`src/sram_safety_pkg.sv`:
```
// Purpose: Shared constants for the SRAM safety handler and its init sequencer
// Assumes: APB register map with 32-bit aligned words
// Notes: Event vector bit order is CE, UE, AE from bit 0 upward
package sram_safety_pkg;

    localparam int unsigned APB_AW = 12;
    localparam logic [11:0] OFS_CTRL = 12'h000;
    localparam logic [11:0] OFS_ECCD = 12'h004;
    localparam logic [11:0] OFS_FAULT = 12'h008;
    localparam logic [11:0] OFS_INFO = 12'h00c;

    localparam int unsigned CTRL_W = 2;
    localparam int unsigned CTRL_SELFTEST_BIT = 0;
    localparam int unsigned CTRL_MAP_BIT = 1;

    localparam int unsigned EV_W = 3;
    localparam int unsigned EV_CE = 0;
    localparam int unsigned EV_UE = 1;
    localparam int unsigned EV_AE = 2;

    localparam int unsigned FLT_W = 2;
    localparam int unsigned FLT_OPERR_BIT = 0;
    localparam int unsigned FLT_ADDR_BIT = 1;
    localparam int unsigned FLT_BUSY_BIT = 8;

    localparam int unsigned MEM_AW = 16;
    localparam int unsigned INFO_W = EV_W + MEM_AW;

    localparam int unsigned INIT_AW = 8;
    localparam logic [7:0] INIT_FIRST = 8'h00;
    localparam logic [7:0] INIT_LAST = 8'hff;

    localparam logic [1:0] CTRL_RST = 2'h0;
    localparam logic [2:0] ECCD_RST = 3'h0;
    localparam logic [1:0] FLT_RST = 2'h0;
    localparam logic [18:0] INFO_RST = 19'h00000;
    localparam logic [31:0] RDATA_RST = 32'h00000000;

endpackage

```
`src/sram_init_sequencer.sv`:
```
// Purpose: Walks the protected memory writing zeros after a mode change
// Assumes: One write per enabled cycle; memory accepts every write
// Notes: A new start during a walk restarts it from the first word
`timescale 1ns/1ps
`default_nettype none

module sram_init_sequencer
    import sram_safety_pkg::*;
(
    input wire logic clk,
    input wire logic srst,
    input wire logic clkEn,
    input wire logic start,
    output logic initWrEn,
    output logic [INIT_AW-1:0] initAddr
);

    typedef enum logic [1:0] {
        SEQ_IDLE = 2'b01,
        SEQ_RUN = 2'b10
    } seq_state_t;

    typedef struct packed {
        seq_state_t st;
        logic [INIT_AW-1:0] addr;
        logic wr;
    } seq_t;

    seq_t s_reg;
    seq_t s_next;

    always_comb
    begin
        s_next = s_reg;
        case (s_reg.st)
            SEQ_IDLE:
            begin
                s_next.wr = 1'b0;
                if (start)
                begin
                    s_next.st = SEQ_RUN;
                    s_next.addr = INIT_FIRST;
                    s_next.wr = 1'b1;
                end
            end
            SEQ_RUN:
            begin
                if (start)
                begin
                    // Restart so no stale word survives a second switch
                    s_next.addr = INIT_FIRST;
                end
                else if (s_reg.addr == INIT_LAST)
                begin
                    s_next.st = SEQ_IDLE;
                    s_next.wr = 1'b0;
                end
                else
                begin
                    s_next.addr = s_reg.addr + 8'h01;
                end
            end
            default:
            begin
                s_next.st = SEQ_IDLE;
                s_next.wr = 1'b0;
            end
        endcase
    end

    always_ff @(posedge clk)
    begin
        if (srst)
        begin
            s_reg <= '{st: SEQ_IDLE, addr: INIT_FIRST, wr: 1'b0};
        end
        else if (clkEn)
        begin
            s_reg <= s_next;
        end
    end

    assign initWrEn = s_reg.wr;
    assign initAddr = s_reg.addr;

endmodule // sram_init_sequencer

`default_nettype wire

```
`src/sram_safety_handler.sv`:
```
// Purpose: Per-SRAM safety handler: alarms, error logging, owner notification, memory init
// Assumes: SRAM error strobes come from logic on clk, valid with memAccess
// Notes: Registers on APB, one wait-free access phase per transfer
// Notes on behaviour
// - Correctable ECC on a read raises the correctable alarm.
// - Uncorrectable ECC on a read raises the uncorrectable alarm.
// - Address error on read or write raises the address alarm.
// - Alarm follows the faulty access itself, never a later access.
// - Status registers capture errors whether or not the alarm is seen.
// - Errors are also signalled straight to the owning module.
// - After reset no alarm or status bit is set.
// - Real errors log nonzero info; zero info with a flag means spurious.
// - Switching self test or memory mapping triggers memory initialization.
`timescale 1ns/1ps
`default_nettype none

module sram_safety_handler
    import sram_safety_pkg::*;
(
    input wire logic clk,
    input wire logic srst,
    input wire logic clkEn,
    input wire logic psel,
    input wire logic penable,
    input wire logic pwrite,
    input wire logic [APB_AW-1:0] paddr,
    input wire logic [31:0] pwdata,
    output logic [31:0] prdata,
    output logic pready,
    output logic pslverr,
    input wire logic memAccess,
    input wire logic memWrite,
    input wire logic eccCorr,
    input wire logic eccUncorr,
    input wire logic addrErr,
    input wire logic [MEM_AW-1:0] memAddr,
    output logic alarmCe,
    output logic alarmUe,
    output logic alarmAe,
    output logic ownerCe,
    output logic ownerUe,
    output logic ownerAe,
    output logic initWrEn,
    output logic [INIT_AW-1:0] initAddr
);

    typedef struct packed {
        logic [CTRL_W-1:0] ctrl;
        logic [EV_W-1:0] eccd;
        logic [FLT_W-1:0] fault;
        logic [INFO_W-1:0] info;
        logic [EV_W-1:0] alarm;
        logic [EV_W-1:0] owner;
        logic [31:0] rdata;
        logic ready;
        logic slverr;
    } hdl_t;

    hdl_t s_reg;
    hdl_t s_next;

    logic evRead;
    logic [EV_W-1:0] ev;
    logic setupPh;
    logic wrDone;
    logic startInit;

    assign evRead = memAccess && !memWrite;
    // Same-cycle capture: the alarm never waits for another access
    assign ev[EV_CE] = evRead && eccCorr;
    assign ev[EV_UE] = evRead && eccUncorr;
    assign ev[EV_AE] = memAccess && addrErr;

    assign setupPh = psel && !penable;
    assign wrDone = psel && penable && s_reg.ready && pwrite;
    // Only a real change of mode starts a walk, a rewrite of the same value does not
    assign startInit = wrDone && (paddr == OFS_CTRL) && (pwdata[CTRL_W-1:0] != s_reg.ctrl);

    always_comb
    begin
        s_next = s_reg;
        s_next.alarm = ev;
        s_next.owner = ev;
        s_next.ready = 1'b0;
        s_next.slverr = 1'b0;
        if (setupPh)
        begin
            s_next.ready = 1'b1;
            s_next.rdata = RDATA_RST;
            case (paddr)
                OFS_CTRL: s_next.rdata[CTRL_W-1:0] = s_reg.ctrl;
                OFS_ECCD: s_next.rdata[EV_W-1:0] = s_reg.eccd;
                OFS_FAULT:
                begin
                    s_next.rdata[FLT_W-1:0] = s_reg.fault;
                    s_next.rdata[FLT_BUSY_BIT] = initWrEn;
                end
                OFS_INFO: s_next.rdata[INFO_W-1:0] = s_reg.info;
                default: s_next.slverr = 1'b1;
            endcase
        end
        else if (psel && penable && s_reg.ready)
        begin
            s_next.rdata = s_reg.rdata;
        end
        if (wrDone)
        begin
            case (paddr)
                OFS_CTRL: s_next.ctrl = pwdata[CTRL_W-1:0];
                OFS_ECCD: s_next.eccd = s_reg.eccd & ~pwdata[EV_W-1:0];
                OFS_FAULT: s_next.fault = s_reg.fault & ~pwdata[FLT_W-1:0];
                OFS_INFO: s_next.info = INFO_RST;
                default: s_next.ctrl = s_reg.ctrl;
            endcase
        end
        // Set after clear so an event in the clearing cycle is kept
        s_next.eccd = s_next.eccd | ev;
        s_next.fault[FLT_OPERR_BIT] = s_next.fault[FLT_OPERR_BIT] | ev[EV_UE];
        s_next.fault[FLT_ADDR_BIT] = s_next.fault[FLT_ADDR_BIT] | ev[EV_AE];
        if (|ev)
        begin
            // Class bits are nonzero, so real errors never log zero
            s_next.info = {ev, memAddr};
        end
    end

    always_ff @(posedge clk)
    begin
        if (srst)
        begin
            // Reset leaves every flag and alarm clear
            s_reg <= '{ctrl: CTRL_RST, eccd: ECCD_RST, fault: FLT_RST, info: INFO_RST,
                       alarm: ECCD_RST, owner: ECCD_RST, rdata: RDATA_RST,
                       ready: 1'b0, slverr: 1'b0};
        end
        else if (clkEn)
        begin
            s_reg <= s_next;
        end
    end

    sram_init_sequencer initSeq (
        .clk(clk),
        .srst(srst),
        .clkEn(clkEn),
        .start(startInit),
        .initWrEn(initWrEn),
        .initAddr(initAddr)
    );

    assign prdata = s_reg.rdata;
    assign pready = s_reg.ready;
    assign pslverr = s_reg.slverr;
    assign alarmCe = s_reg.alarm[EV_CE];
    assign alarmUe = s_reg.alarm[EV_UE];
    assign alarmAe = s_reg.alarm[EV_AE];
    assign ownerCe = s_reg.owner[EV_CE];
    assign ownerUe = s_reg.owner[EV_UE];
    assign ownerAe = s_reg.owner[EV_AE];
endmodule // sram_safety_handler

`default_nettype wire

```
`config.mk`:
```
export PLATFORM = sky130hd
export DESIGN_NAME = sram_safety_handler
export DESIGN_NICKNAME = d
export VERILOG_FILES = /design/src/sram_safety_pkg.sv /design/src/sram_init_sequencer.sv /design/src/sram_safety_handler.sv
export SDC_FILE = /design/constraint.sdc
export NUM_CORES = 1
export LEC_CHECK = 0
export BUFFER_PORTS_ARGS = -buffer_cell sky130_fd_sc_hd__buf_2
export CAP_MARGIN = 20
export CELL_PAD_IN_SITES_DETAIL_PLACEMENT = 0
export CELL_PAD_IN_SITES_GLOBAL_PLACEMENT = 1
export CORE_MARGIN = 1.5
export CORE_UTILIZATION = 35
export CTS_CLUSTER_SIZE = 28
export DETAILED_ROUTE_END_ITERATION = 10
export GPL_TIMING_DRIVEN = 0
export PLACE_DENSITY_LB_ADDON = 0.1
export SLEW_MARGIN = 15
export SYNTH_ARGS = -nofsm -noshare
export SYNTH_HDL_FRONTEND = slang
export SYNTH_SLANG_ARGS = --single-unit
```
`constraint.sdc`:
```
create_clock -name clk -period 2.44 [get_ports clk]
set_input_delay 0.244 -clock clk [delete_from_list [all_inputs] [get_ports clk]]
set_output_delay 0.244 -clock clk [all_outputs]
set_load 0.01 [all_outputs]
```
# Word level (Yosys, flattened, before mapping)
# Cells that the tools add are included.
# totals
register_bits	61
output_inout_bits	49
word_cells	76
# op_classes
bitwise	7
addsub	1
n_mux	22
n_reduce_logical	24
n_eq_ne	11
# ops
cell	n
19-bit two-way mux	2
12-bit by 4-bit equality test with 1-bit output, second input constant	2
24-bit two-way mux	1
8-bit two-way mux	2
8-bit one-hot mux with 2 select lines	1
12-bit by 3-bit equality test with 1-bit output, second input constant	1
12-bit logical NOT	1
11-bit two-way mux	1
1-bit logical AND	10
10-bit two-way mux	1
3-bit AND reduction	3
8-bit by 1-bit adder with 8-bit output, second input constant	1
8-bit equality test, second input constant	1
2-bit two-way mux	4
2-bit one-hot mux with 4 select lines	1
4-bit AND reduction	2
1-bit one-hot mux with 2 select lines	3
2-bit nonzero test	3
5-bit two-way mux	1
2-bit by 1-bit inequality test with 1-bit output, second input constant	2
2-bit one-hot mux with 2 select lines	1
4-bit OR reduction	1
3-bit AND	1
1-bit two-way mux	3
14 further kinds	16

# Logic depth before layout (Yosys ltp)
# logic_depth
depth_word	7
depth_mapped	8
depth_no_buf	7

# Hierarchy
# A second synthesis with hierarchy kept.
# unflattened
cells_unflattened	321
area_unflattened_um2	2870.3
# by_module_without_submodules
mod	area_each_um2	cells_each	instances
sram_safety_handler	2237.1	245	1
sram_init_sequencer	633.1	76	1

# Least setup slack after synthesis
# OpenSTA, ideal clock, no wires.
# synth_timing
kind	register to register
start	register initSeq.s_reg[9] in the netlist's numbering
end	register initSeq.s_reg, in the netlist initSeq.initAddr[6]
required_time_ps	2378
stages_incl_launch_ff	8
path_slack_ps	522
t_arrival_ps	1857
path_cell_list	dfxtp_1 > inv_1 > ha_1 > or3b_1 > a31oi_2 > o211ai_1 > or3_1 > nand3_1
# synth_between
elab_chain_len	3
word_cells_on_any_way	7
cone_classes	eq/ne: 4; mux: 1; reduce/logical: 2
# synth_rtl
item	line_no	source
start: declaration	sram_init_sequencer.sv:29	seq_t s_reg;
start signal: assignment	sram_init_sequencer.sv:75	s_reg <= '{st: SEQ_IDLE, addr: INIT_FIRST, wr: 1'b0};
start signal: assignment	sram_init_sequencer.sv:79	s_reg <= s_next;
2-bit equality test / 2-bit by 1-bit equality test with 1-bit output (equally long branches)	sram_init_sequencer.sv:35	case (s_reg.st)
3-bit by 2-bit inequality test with 1-bit output (no source line) (tied with other cells)	n/a	
4-bit AND reduction (no source line)	n/a	
# Several ways; a longest one is shown, not always the timed one.
# A chain may end at the register's enable or synchronous reset.

# Worst setup path in the final report
# layout_timing
start	register initSeq.s_reg[9] in the netlist's numbering
end	register initSeq.s_reg, in the netlist initSeq.initAddr[7]
# The elaborated chain is that of the path after synthesis.

==> results.md <==
- Internal power: 1.70 mW
- Tcrit/Tclk final: 0.903
- Gpl congestion: 0.761
- WL/cell: 13.1 µm
- Total power: 2.24 mW
- Fillers: 805
- Final wirelength: 6720 µm
- Dpl ws: 0.248 ns
- Final ANT Viol Nets: 0
- Post-CTS Hold Fix Bufs: 0
- Pin count of the biggest net entering global routing: 13
- Ys Warns: 0
- Post-CTS Resized: 0
- Setup violators final: 0
- Most frequent cells in the layout: buf_2 (75), dfxtp_1 (61), buf_4 (44)
- Final hold slack: 0.107 ns
- Reg2Reg Depth: 7
- Congestion Overflow GR: 0
- Kind of critical path: reg -> reg
- 1st-pass router iterations: 4
- Main flop type after synthesis: dfxtp_1
- Number of global-route vias before repair: 2,280
- Worst-Skew Late Latency: 0.34 ns
- Cells after Synth: 309
- Max reg flops: 26
- CP arrival: 2.49 ns
- Worst slew margin: 0.613
- CTS Sinks: 61
- Worst reg2reg setup slack: 0.24 ns
- Via density: 4.66
- Worst Path Max Fanout: 7
- Post-route insts no fill: 513
- Max-Cap Viols: 0
- H-tree depth: 3
- Final worst slack: 0.238 ns
- Setup TNS: 0 ns
- Port Buffers: 74
- Max IR drop VDD: 0.343 mV
- EDFF count, synth: 0
- IO Pins: 120
- FMAX: 454 MHz
- Final instance area: 3650 µm²
- Core Box Area: 7850 µm²
- Final Hold Viols: 0
- Initial DRC Count: 116
- Req. time, crit path: 2.72 ns
- Final min period: 2.20 ns
- Util after Layout: 0.465
- DP Area: 3420 µm²
- Remaining design rule violation count: 0
- Cell Area, Synth: 2880 µm²
- Synth unique cells: 49
- Register area share after synthesis: 0.424
- P&R area growth vs syn: 26.9%
- Syn_area_per_cell: 9.31 µm²
- Share of post-route cells with drive strength above 1: 0.355
- Net Sw Frac: 0.238
- Clock share of power: 0.467
- # nets final: 480
- First-pass GRT wire length: 10,800 µm
- Sequential power share: 0.458
- Commonest non-fill, non-tap cell in the layout: buf_2
- Pins Over Slew Limit: 0
- Hold WC Path Type: in -> reg
- Net Switching: 533 µW
- CTS buffer count: 9
- Initial Util: 0.367
- CP max stage delay: 0.42 ns
- CP Launch Type: flop
- CTS tree: built
- Setup crit end kind: flop
- Row count: 32
- Full die area: 8780 µm²
- Pwr per Cell Area: 612 nW/µm²
- Unrepaired setup endpoints after global routing: false
- N_diodes: 0
- HPWL after DPL: 4980 µm
- Post-Place Cells: 497
- Status: finished, final reports clean
- Clock Skew: 0.00518 ns
- Comb pwr share: 0.074
- Worst-Margin Slew: 0.578 ns
- All-Layer GR Usage: 0.161
- Pleak: 1.69 nW
- Vias post-DR: 2,393
- Worst path cell trace: inv_1 -> ha_1 -> or3b_1 -> a31oi_2 -> o211ai_1 -> or3_1 -> nand3_1
- Share of synthesized registers carrying an async set or reset: 0
- CTS clk-pin slew, worst paths: 0.07 ns
- Die span in x: 93.7 µm
- Clock Tree Buf Depth: 2
- Hold Crit Depth: 2
- Crit-path slowest cell: or3_1
- Postcts setup bufs: 0
- Clock Tree Root: clkbuf_8
- Die Y-Extent: 93.7 µm
- Synthesis-stage register bit count: 61
- Initial antenna violation count: 0
-- final timing paths --
| kind | from | end |
|---|---|---|
| setup reg to reg | initSeq.s_reg[9] | initSeq.initAddr[7] |
| hold reg to reg | s_reg[56] | s_reg[56] |
| hold / removal | memAddr[12] | s_reg[52] |
| setup / recovery | initSeq.s_reg[9] | initSeq.initAddr[7] |
-- metal layers --
layer,vias to the layer above,part of all wire,track usage
li1,1253,-,-
met1,1084,0.46,0.190
met2,50,0.48,0.273
met3,6,0.047,0.0615
met4,0,0.0067,0.0410
met5,-,0,0
-- kinds of logic after synthesis --
family	after synthesis	share of synthesized area
simple gates	94	0.177
compound gates	76	0.195
buf+inv	66	0.153
flops	61	0.424
mux	6	0.0296
fa+ha+maj	3	0.0130
xor+xnor	2	0.00609
other cells	1	0.00130
-- synthesized netlist by cell type (all sizes together) (2+ instances only) --
cell	number	area (µm²)
buf	49	377
xor2	2	17.5
a22oi	15	113
a22o	16	140
mux2i	4	40.0
inv	8	30.0
nor4b	2	17.5
nand2	18	75.1
clkbuf	9	33.8
a31oi	3	25.0
dfxtp	61	1220
nor3	3	20.0
and4	3	26.3
nand3	15	75.1
o2bb2ai	3	26.3
and3	3	18.8
a311oi	3	32.5
or3	3	18.8
nor2b	4	25.0
mux4	2	45.0
nor2	29	109
nand2b	6	37.5
o211a	2	20.0
nor4	2	42.5
o21ai	5	25.0
o311ai	3	26.3
nor3b	3	22.5
a21oi	18	90.1
ha	3	37.5
-- power groups by stage --
stage	Combinational (mW)	Sequential, mW	Clock [mW]
after floorplan	0.101	1.05	0
after global placement	0.167	1.05	0
after detailed placement	0.168	1.05	0
after CTS	0.168	1.03	1.07
after global routing	0.182	1.03	1.12
final	0.166	1.03	1.05
-- layout make-up --
class                   count  area, µm²  area share
clock buffers              10        138      0.0377
repair buffers             74        370       0.101
flip-flops and latches     61       1220       0.334
clock inverters             6       93.8      0.0257
well taps                 102        128      0.0349
multi-input cells         194       1260       0.345
inverters                   8       30.0     0.00822
plain buffers              58        410       0.112
-- worst max-delay path, delay by kind of cell, from the launching register on --
family	cells	cell delay, ns
flip-flops	1	0.35
buffers and inverters	1	0.06
AND/OR/NAND/NOR	3	0.86
AO/OA/AOI/OAI	2	0.57
adder cells (fa/ha/maj)	1	0.30
No activity file was read; power rests on OpenSTA's default activity.
